`src/common/epiu_pkg.sv`:
```
// package: register map, sense encodings, vectors and reset values
package epiu_pkg;

   ////////////////////////////////////////////////////////////////////////
   // register offsets on the plain register port
   localparam logic [7:0] EPIU_OFF_SENSE    = 8'h00;
   localparam logic [7:0] EPIU_OFF_DMASK    = 8'h01;
   localparam logic [7:0] EPIU_OFF_DFLAG    = 8'h02;
   localparam logic [7:0] EPIU_OFF_BENABLE  = 8'h03;
   localparam logic [7:0] EPIU_OFF_BFLAG    = 8'h04;
   localparam logic [7:0] EPIU_OFF_UMASK    = 8'h05;
   localparam logic [7:0] EPIU_OFF_LMASK    = 8'h06;

   ////////////////////////////////////////////////////////////////////////
   // field positions
   localparam int EPIU_FIRST_SENSE_LSB  = 0;
   localparam int EPIU_SECOND_SENSE_LSB = 2;
   localparam int EPIU_SENSE_W          = 4;
   localparam int EPIU_PAIR_W           = 2;
   localparam int EPIU_BANK_W           = 8;
   localparam int EPIU_PC_W             = 16;
   localparam int EPIU_IRQ_N            = 4;

   ////////////////////////////////////////////////////////////////////////
   // reset values
   localparam logic [3:0] EPIU_RST_SENSE = 4'h0;
   localparam logic [1:0] EPIU_RST_PAIR  = 2'h0;
   localparam logic [7:0] EPIU_RST_BYTE  = 8'h00;
   localparam logic       EPIU_RST_SYNC  = 1'b1;

   ////////////////////////////////////////////////////////////////////////
   // vector word addresses
   localparam logic [15:0] EPIU_VEC_RESET = 16'h0000;
   localparam logic [15:0] EPIU_VEC_FIRST_DEDICATED_IRQ_PIN  = 16'h0002;
   localparam logic [15:0] EPIU_VEC_SECOND_DEDICATED_IRQ_PIN  = 16'h0004;
   localparam logic [15:0] EPIU_VEC_PC0   = 16'h0006;
   localparam logic [15:0] EPIU_VEC_PC1   = 16'h0008;

   ////////////////////////////////////////////////////////////////////////
   // sense field encoding
   typedef enum logic [1:0] {
      EPIU_SENSE_LOW  = 2'b00,
      EPIU_SENSE_ANY  = 2'b01,
      EPIU_SENSE_FALL = 2'b10,
      EPIU_SENSE_RISE = 2'b11
   } epiu_sense_e;

   // register port request
   typedef struct packed {
      logic [7:0] addr;
      logic [7:0] wdata;
      logic       wr;
      logic       rd;
   } epiu_bus_s;

endpackage

```
`src/design/epiu_pin_sync.sv`:
```
// three-stage pin synchroniser with agreement filter
`timescale 1ns/10ps
`default_nettype none
module epiu_pin_sync
   import epiu_pkg::*;
#(
   parameter int WIDTH = 18
) (
   // clock and reset
   input  wire logic             clk_sys,
   input  wire logic             rst_n,
   // raw pins
   input  wire logic [WIDTH-1:0] pin_raw,
   // filtered value and change strobe
   output logic      [WIDTH-1:0] val_q,
   output logic      [WIDTH-1:0] chg
);

   ////////////////////////////////////////////////////////////////////////
   // one filter per pin
   genvar g;
   generate
      for (g = 0; g < WIDTH; g++) begin : g_bit
         logic s1_q;
         logic s2_q;
         logic s3_q;
         logic v_q;
         // change counts once stages two and three agree
         assign chg[g]   = (s2_q == s3_q) && (s3_q != v_q);
         assign val_q[g] = v_q;
         always_ff @(posedge clk_sys) begin
            if (!rst_n) begin
               s1_q <= EPIU_RST_SYNC;
               s2_q <= EPIU_RST_SYNC;
               s3_q <= EPIU_RST_SYNC;
               v_q  <= EPIU_RST_SYNC;
            end else begin
               s1_q <= pin_raw[g];
               s2_q <= s1_q;
               s3_q <= s2_q;
               v_q  <= chg[g] ? s3_q : v_q;
            end
         end
      end
   endgenerate

endmodule // epiu_pin_sync
`default_nettype wire

```
`src/design/epiu_sense.sv`:
```
// sense decode for one dedicated interrupt pin
`timescale 1ns/10ps
`default_nettype none
module epiu_sense
   import epiu_pkg::*;
(
   // configuration
   input  wire logic        enabled,
   input  wire epiu_sense_e mode,
   // pin views
   input  wire logic        pin_raw,
   input  wire logic        val_q,
   input  wire logic        chg,
   // results
   output logic             trig,
   output logic             level_act,
   output logic             level_wake
);

   ////////////////////////////////////////////////////////////////////////
   // edge recognition from filtered samples, clocked path only
   wire any_hit  = (mode == EPIU_SENSE_ANY);
   wire fall_hit = (mode == EPIU_SENSE_FALL) && val_q;
   wire rise_hit = (mode == EPIU_SENSE_RISE) && !val_q;
   assign trig = chg && (any_hit || fall_hit || rise_hit);

   // level request follows the filtered pin while low
   assign level_act = (mode == EPIU_SENSE_LOW) && !val_q;

   // level wake straight from the pad, no clock needed
   assign level_wake = enabled && (mode == EPIU_SENSE_LOW) && !pin_raw;

endmodule // epiu_sense
`default_nettype wire

```
`src/design/epiu_top.sv`:
```
// external pin interrupt unit: registers, flags, requests and wake
`timescale 1ns/10ps
`default_nettype none
module epiu_top
   import epiu_pkg::*;
(
   // clock and reset
   input  wire logic        clk_sys,
   input  wire logic        rst_n,
   // register port
   input  wire epiu_bus_s   bus,
   output logic      [7:0]  rdata_q,
   // pads
   input  wire logic [1:0]  dedicated_irq_pins,
   input  wire logic [15:0] pin_change_inputs,
   // core interface
   input  wire logic        global_irq_en,
   input  wire logic [3:0]  irq_ack,
   output logic      [3:0]  irq_req,
   output logic      [15:0] irq_vector_q,
   // power controller
   output logic             wake_req
);

   ////////////////////////////////////////////////////////////////////////
   // registers
   logic [3:0] sense_q;
   logic [3:0] sense_d;
   logic [1:0] dmask_q;
   logic [1:0] dmask_d;
   logic [1:0] dflag_q;
   logic [1:0] dflag_d;
   logic [1:0] benable_q;
   logic [1:0] benable_d;
   logic [1:0] bflag_q;
   logic [1:0] bflag_d;
   logic [7:0] umask_q;
   logic [7:0] umask_d;
   logic [7:0] lmask_q;
   logic [7:0] lmask_d;
   logic [7:0] rdata_d;
   logic [15:0] vec_d;

   ////////////////////////////////////////////////////////////////////////
   // synchronisers: pads are read whatever their direction
   logic [17:0] pin_all;
   logic [17:0] val_q;
   logic [17:0] chg;
   assign pin_all = {dedicated_irq_pins, pin_change_inputs};

   epiu_pin_sync #(
      .WIDTH (18)
   ) u_sync (
      .clk_sys (clk_sys),
      .rst_n   (rst_n),
      .pin_raw (pin_all),
      .val_q   (val_q),
      .chg     (chg)
   );

   ////////////////////////////////////////////////////////////////////////
   // dedicated pin sense decode
   epiu_sense_e mode0;
   epiu_sense_e mode1;
   logic [1:0]  trig;
   logic [1:0]  level_act;
   logic [1:0]  level_wake;
   // field placement
   assign mode0 = epiu_sense_e'(sense_q[EPIU_FIRST_SENSE_LSB +: 2]);
   assign mode1 = epiu_sense_e'(sense_q[EPIU_SECOND_SENSE_LSB +: 2]);

   epiu_sense u_sense0 (
      .enabled    (dmask_q[0]),
      .mode       (mode0),
      .pin_raw    (dedicated_irq_pins[0]),
      .val_q      (val_q[16]),
      .chg        (chg[16]),
      .trig       (trig[0]),
      .level_act  (level_act[0]),
      .level_wake (level_wake[0])
   );

   epiu_sense u_sense1 (
      .enabled    (dmask_q[1]),
      .mode       (mode1),
      .pin_raw    (dedicated_irq_pins[1]),
      .val_q      (val_q[17]),
      .chg        (chg[17]),
      .trig       (trig[1]),
      .level_act  (level_act[1]),
      .level_wake (level_wake[1])
   );

   ////////////////////////////////////////////////////////////////////////
   // address decode
   wire wr_sense = bus.wr && (bus.addr == EPIU_OFF_SENSE);
   wire wr_dmask = bus.wr && (bus.addr == EPIU_OFF_DMASK);
   wire wr_dflag = bus.wr && (bus.addr == EPIU_OFF_DFLAG);
   wire wr_ben   = bus.wr && (bus.addr == EPIU_OFF_BENABLE);
   wire wr_bflag = bus.wr && (bus.addr == EPIU_OFF_BFLAG);
   wire wr_umask = bus.wr && (bus.addr == EPIU_OFF_UMASK);
   wire wr_lmask = bus.wr && (bus.addr == EPIU_OFF_LMASK);

   ////////////////////////////////////////////////////////////////////////
   // control register next values
   assign sense_d   = wr_sense ? bus.wdata[3:0] : sense_q;
   assign dmask_d   = wr_dmask ? bus.wdata[1:0] : dmask_q;
   assign benable_d = wr_ben   ? bus.wdata[1:0] : benable_q;
   assign umask_d   = wr_umask ? bus.wdata     : umask_q;
   assign lmask_d   = wr_lmask ? bus.wdata     : lmask_q;

   ////////////////////////////////////////////////////////////////////////
   // dedicated flags: set wins over clear, held low in level mode
   wire [1:0] dclr  = (wr_dflag ? bus.wdata[1:0] : 2'h0) | irq_ack[1:0];
   wire [1:0] dlvl  = {mode1 == EPIU_SENSE_LOW, mode0 == EPIU_SENSE_LOW};
   assign dflag_d = ~dlvl & (trig | (dflag_q & ~dclr));

   ////////////////////////////////////////////////////////////////////////
   // pin-change banks: masked toggles set the bank flag
   wire lchg = |(chg[7:0] & lmask_q);
   wire uchg = |(chg[15:8] & umask_q);
   wire [1:0] bset = {uchg, lchg};
   wire [1:0] bclr = (wr_bflag ? bus.wdata[1:0] : 2'h0) | irq_ack[3:2];
   assign bflag_d = bset | (bflag_q & ~bclr);

   ////////////////////////////////////////////////////////////////////////
   // requests toward the core
   // level mode requests from the filtered level, so a level that is
   // gone before start-up ends raises no request
   wire [1:0] dsrc = (dlvl & level_act) | (~dlvl & dflag_q);
   assign irq_req[1:0] = {2{global_irq_en}} & dmask_q & dsrc;
   assign irq_req[3:2] = {2{global_irq_en}} & benable_q & bflag_q;

   // vector of the highest priority request
   assign vec_d = irq_req[0] ? EPIU_VEC_FIRST_DEDICATED_IRQ_PIN :
                  irq_req[1] ? EPIU_VEC_SECOND_DEDICATED_IRQ_PIN :
                  irq_req[2] ? EPIU_VEC_PC0  :
                  irq_req[3] ? EPIU_VEC_PC1  : EPIU_VEC_RESET;

   ////////////////////////////////////////////////////////////////////////
   // asynchronous wake: pads against last filtered value
   wire [15:0] pc_mask = {umask_q & {8{benable_q[1]}},
                          lmask_q & {8{benable_q[0]}}};
   wire pc_wake = |((pin_change_inputs ^ val_q[15:0]) & pc_mask);
   assign wake_req = pc_wake || (|level_wake);

   ////////////////////////////////////////////////////////////////////////
   // read mux, reserved bits read zero
   logic [7:0] rd_mux;
   always_comb begin
      unique case (bus.addr)
         EPIU_OFF_SENSE:   rd_mux = {4'h0, sense_q};
         EPIU_OFF_DMASK:   rd_mux = {6'h00, dmask_q};
         EPIU_OFF_DFLAG:   rd_mux = {6'h00, dflag_q};
         EPIU_OFF_BENABLE: rd_mux = {6'h00, benable_q};
         EPIU_OFF_BFLAG:   rd_mux = {6'h00, bflag_q};
         EPIU_OFF_UMASK:   rd_mux = umask_q;
         EPIU_OFF_LMASK:   rd_mux = lmask_q;
         default:          rd_mux = 8'h00;
      endcase
   end
   assign rdata_d = bus.rd ? rd_mux : 8'h00;

   ////////////////////////////////////////////////////////////////////////
   // state
   always_ff @(posedge clk_sys) begin
      if (!rst_n) begin
         sense_q      <= EPIU_RST_SENSE;
         dmask_q      <= EPIU_RST_PAIR;
         dflag_q      <= EPIU_RST_PAIR;
         benable_q    <= EPIU_RST_PAIR;
         bflag_q      <= EPIU_RST_PAIR;
         umask_q      <= EPIU_RST_BYTE;
         lmask_q      <= EPIU_RST_BYTE;
         rdata_q      <= EPIU_RST_BYTE;
         irq_vector_q <= EPIU_VEC_RESET;
      end else begin
         sense_q      <= sense_d;
         dmask_q      <= dmask_d;
         dflag_q      <= dflag_d;
         benable_q    <= benable_d;
         bflag_q      <= bflag_d;
         umask_q      <= umask_d;
         lmask_q      <= lmask_d;
         rdata_q      <= rdata_d;
         irq_vector_q <= vec_d;
      end
   end

   logic rd_sense_q;
   always_ff @(posedge clk_sys) begin
      if (!rst_n) begin
         rd_sense_q <= 1'b0;
      end else begin
         rd_sense_q <= bus.rd && (bus.addr == EPIU_OFF_SENSE);
      end
   end
endmodule // epiu_top
`default_nettype wire

```
`config.mk`:
```
export PLATFORM = sky130hd
export DESIGN_NAME = epiu_top
export DESIGN_NICKNAME = d
export VERILOG_FILES = /design/src/common/epiu_pkg.sv /design/src/design/epiu_pin_sync.sv /design/src/design/epiu_sense.sv /design/src/design/epiu_top.sv
export SDC_FILE = /design/constraint.sdc
export NUM_CORES = 1
export LEC_CHECK = 0
export BUFFER_PORTS_ARGS = -buffer_cell sky130_fd_sc_hd__buf_2
export CORE_AREA = 4 4 101 103
export DETAILED_ROUTE_END_ITERATION = 8
export DIE_AREA = 0 0 105 107
export PLACE_DENSITY_LB_ADDON = 0.3
export SLEW_MARGIN = 20
export SYNTH_ARGS = -nofsm -noshare
export SYNTH_HDL_FRONTEND = slang
export SYNTH_SLANG_ARGS = --single-unit
```
`constraint.sdc`:
```
create_clock -name clk_sys -period 2.2 [get_ports clk_sys]
set_clock_uncertainty 0.1 [all_clocks]
set_input_delay 0.55 -clock clk_sys [delete_from_list [all_inputs] [get_ports clk_sys]]
set_output_delay 0.55 -clock clk_sys [all_outputs]
set_load 0.005 [all_outputs]
```
==> out/results.tsv <==
stage	metric	value	unit
timing	endpoints failing setup	1	
timing	Slew headroom	0.499	
power	worst vdd ir	0.349	mV
worst_setup_path	delay-heaviest family, CP	compound AO/OA/AOI/OAI gates	
worst_setup_path	R2R cell count	6	
min_path	hold path endpoint	u_sync.g_bit[10].s1_q	
min_path	Min-Delay Path Class	in2reg	
synthesis	Seq/Total Area, Yosys	0.490	
synthesis	number of synthesized flops with an enable pin	0	
finish	most frequent cells in the layout	dfxtp_1 (100), buf_2 (58), nand2b_1 (56)	
place	HPWL after DPL	7.52	mm
synthesis	asr flop ratio synth	0	
floorplan	Die W	105	µm
floorplan	Placement Rows	35	
floorplan	Ports	72	
min_path	Worst Hold Depth	2	
worst_setup_path	FF-to-FF End	irq_vector_q[1]	
route	DRT Wirelength	10.3	mm
place	GP Congestion	0.852	
timing	final hold slack	0.285	ns
timing	FMAX	429	MHz
synthesis	Synth Flop Type	dfxtp_1	
global_route	GRT Residual Overflow	0	
place	IO Port Bufs	58	
place	placed inst area	4900	µm²
finish	Area Growth Syn to Fin	14.3	%
route	Avg Vias per Cell	5.52	
floorplan	Initial Util	0.494	
cts	clk buf depth	2	
synthesis	Synth area leaders	dfxtp_1 (49%), nand2b_1 (7.7%), a21oi_1 (4.9%), o21ai_0 (4.4%), and3b_1 (3.5%)	
route	DR pass1 iterations	5	
finish	most common cell after layout, fill and taps aside	dfxtp_1	
run_status	failing checks	setup timing	
floorplan	Core Footprint	9200	µm²
synthesis	Distinct cells, synth	40	
synthesis	Ys Warns	0	
cts	H-tree levels	3	
worst_setup_path	FF-to-FF Start	sense_q[3]	
power	LEAKAGE	2.00	nW
finish	Design Area, Final	5190	µm²
flow_run	number of max-cap violations	0	
global_route	Tot GR Track Use	0.185	
route	DRT iter0 DRCs	236	
finish	Antenna diodes	0	
synthesis	Avg Cell Area, Syn	9.17	µm²
timing	worst slew pin tran	0.750	ns
timing	crit path time final	2.33	ns
route	WL/cell	15.2	µm
min_path	hold path start	pin_change_inputs[10]	
run_status	status	finished with violations	
cts	CTS tree	built	
synthesis	Synth area leader	dfxtp_1	
global_route	global-route wire length before repair	16.9	mm
cts	TritonCTS Buffers	9	
worst_setup_path	Worst Setup Start Kind	flop	
cts	clk slew on worst S/H paths	0.10	ns
worst_setup_path	Slowest-stage cell, CP	dfxtp_4	
worst_setup_path	Critical Path RT	1.55	ns
finish	Nets	602	
route	post-route DRC violation count	0	
cts	Clock Tree Root	clkbuf_8	
synthesis	Mapped Cells	495	
timing	Fin. Hold Viols	0	
timing	RSZ-0062 raised after global routing	true	
worst_setup_path	slowest stage delay, CP	0.36	ns
cts	clk_lat worst skew	0.37	ns
floorplan	die area	11200	µm²
worst_setup_path	CP Cell Sequence	xor2_1 -> a22oi_1 -> nand4_1 -> a211o_1 -> buf_2	
floorplan	DIE HEIGHT	107	µm
worst_setup_path	nature of the critical path endpoint	primary output	
worst_setup_path	Worst Path Max Fanout	2	
global_route	largest net degree at the start of global routing	34	
timing	crit share post-route	1.06	
power	PD cells	655	nW/µm²
global_route	antenna violations before repair	0	
worst_setup_path	worst path buffer plus inverter count	1	
cts	hold buffers post-CTS	0	
finish	share of layout cells above drive strength 1	0.195	
synthesis	mapped cell area	4540	µm²
worst_setup_path	Arrival @ worst endpoint	1.68	ns
synthesis	FF+latch count, synth	111	
global_route	vias in the first global route	3461	
worst_setup_path	type of the worst setup path	reg2out	
route	Routed Antenna Nets	0	
timing	Final WS setup	-0.130	ns
timing	Slew Viols, Final	0	
synthesis	Yosys top cell area share	0.490	
route	Vias	3728	
finish	Fillers	831	
cts	CTS sink cnt	111	
worst_setup_path	R2R setup slack	0.68	ns
-- layer usage --
| layer | vias to the layer above | part of all wire | GRT usage |
|---|---|---|---|
| li1 | 1831 | - | - |
| met3 | 18 | 0.071 | 0.0373 |
| met1 | 1738 | 0.46 | 0.250 |
| met4 | 0 | 0.015 | 0.0544 |
| met2 | 141 | 0.46 | 0.302 |
| met5 | - | 0 | 0 |
-- state kept, by name, summed over array words and instances (netlist names) --
| signal | flops |
|---|---|
| umask_q | 8 |
| u_sync.g_bit.s1_q | 18 |
| dflag_q | 2 |
| lmask_q | 8 |
| sense_q | 4 |
| irq_vector_q | 3 |
| u_sync.g_bit.s2_q | 18 |
| u_sync.g_bit.s3_q | 18 |
| bflag_q | 2 |
| rdata_q | 8 |
| u_sync.g_bit.v_q | 18 |
| dmask_q | 2 |
| benable_q | 2 |
-- timing repair --
action	4_1_cts	5_1_grt
resized for setup	16	3
pin swaps	10	2
setup buffers	7	0
cloned	0	0
endpoints found under the setup margin	2	3
-- cells by family after synthesis --
group | after synthesis | share of synthesized area
AO/OA/AOI/OAI | 116 | 0.148
XOR/XNOR | 18 | 0.0347
buffers and inverters | 43 | 0.0488
flip-flops | 111 | 0.490
multiplexers | 6 | 0.0187
other | 1 | 0.000826
AND/OR/NAND/NOR | 200 | 0.259
-- Yosys cell counts (3+ instances only) --
cell and count:
nand3_1 26, mux2i_1 4, nand2b_1 56, nand4_1 10
clkbuf_1 16, dfxtp_1 111, nor3b_1 16, nor2b_1 3
o21a_1 3, xor2_1 18, inv_1 8, and3b_1 18
o21ai_0 40, a22oi_1 14, nand4b_1 3, buf_2 3
nor2_1 31, a21oi_1 44, nand2_1 26, buf_4 15
-- worst max-delay path by stage --
| stage | cells past startpoint | end | slack [ns] | startpoint |
|---|---|---|---|---|
| CTS | 5 | wake_req | -0.16 | u_sync.g_bit[11].v_q |
| finish | 5 | wake_req | -0.13 | u_sync.g_bit[11].v_q |
| detailed placement | 6 | wake_req | -0.15 | pin_change_inputs[8] |
| global placement | 6 | wake_req | -0.16 | pin_change_inputs[11] |
| floorplan | 3 | wake_req | 0.18 | dedicated_irq_pins[1] |
| global route | 5 | wake_req | -0.21 | u_sync.g_bit[11].v_q |
-- report_power, final --
group | leakage (nW) | switching [mW] | internal (mW)
Sequential | 0.905 | 0.0260 | 2.05
Clock | 0.0930 | 0.691 | 0.450
Combinational | 1.00 | 0.111 | 0.0752
-- cell type report --
cell class / count / area [µm²] / share of cell area
inverter: 8 / 30.0 / 0.00579
tap: 111 / 139 / 0.0268
clock inverter: 6 / 43.8 / 0.00844
multi-input combinational: 353 / 2170 / 0.418
clock buffer: 10 / 138 / 0.0265
timing repair buffer: 76 / 425 / 0.0820
sequential: 111 / 2240 / 0.432
-- stage by stage --
stage	cells	total power [mW]	setup slack [ns]	setup TNS, ns	utilization
after floorplan	507	2.23	0.181	0	-
after CTS	675	3.44	-0.162	-0.162	0.563
final	675	3.40	-0.130	-0.130	0.564
after global placement	652	2.30	-0.156	-0.156	0.533
after detailed placement	652	2.31	-0.147	-0.147	0.533
after global routing	675	3.56	-0.210	-0.210	0.564
(Power assumes the default switching activity.)
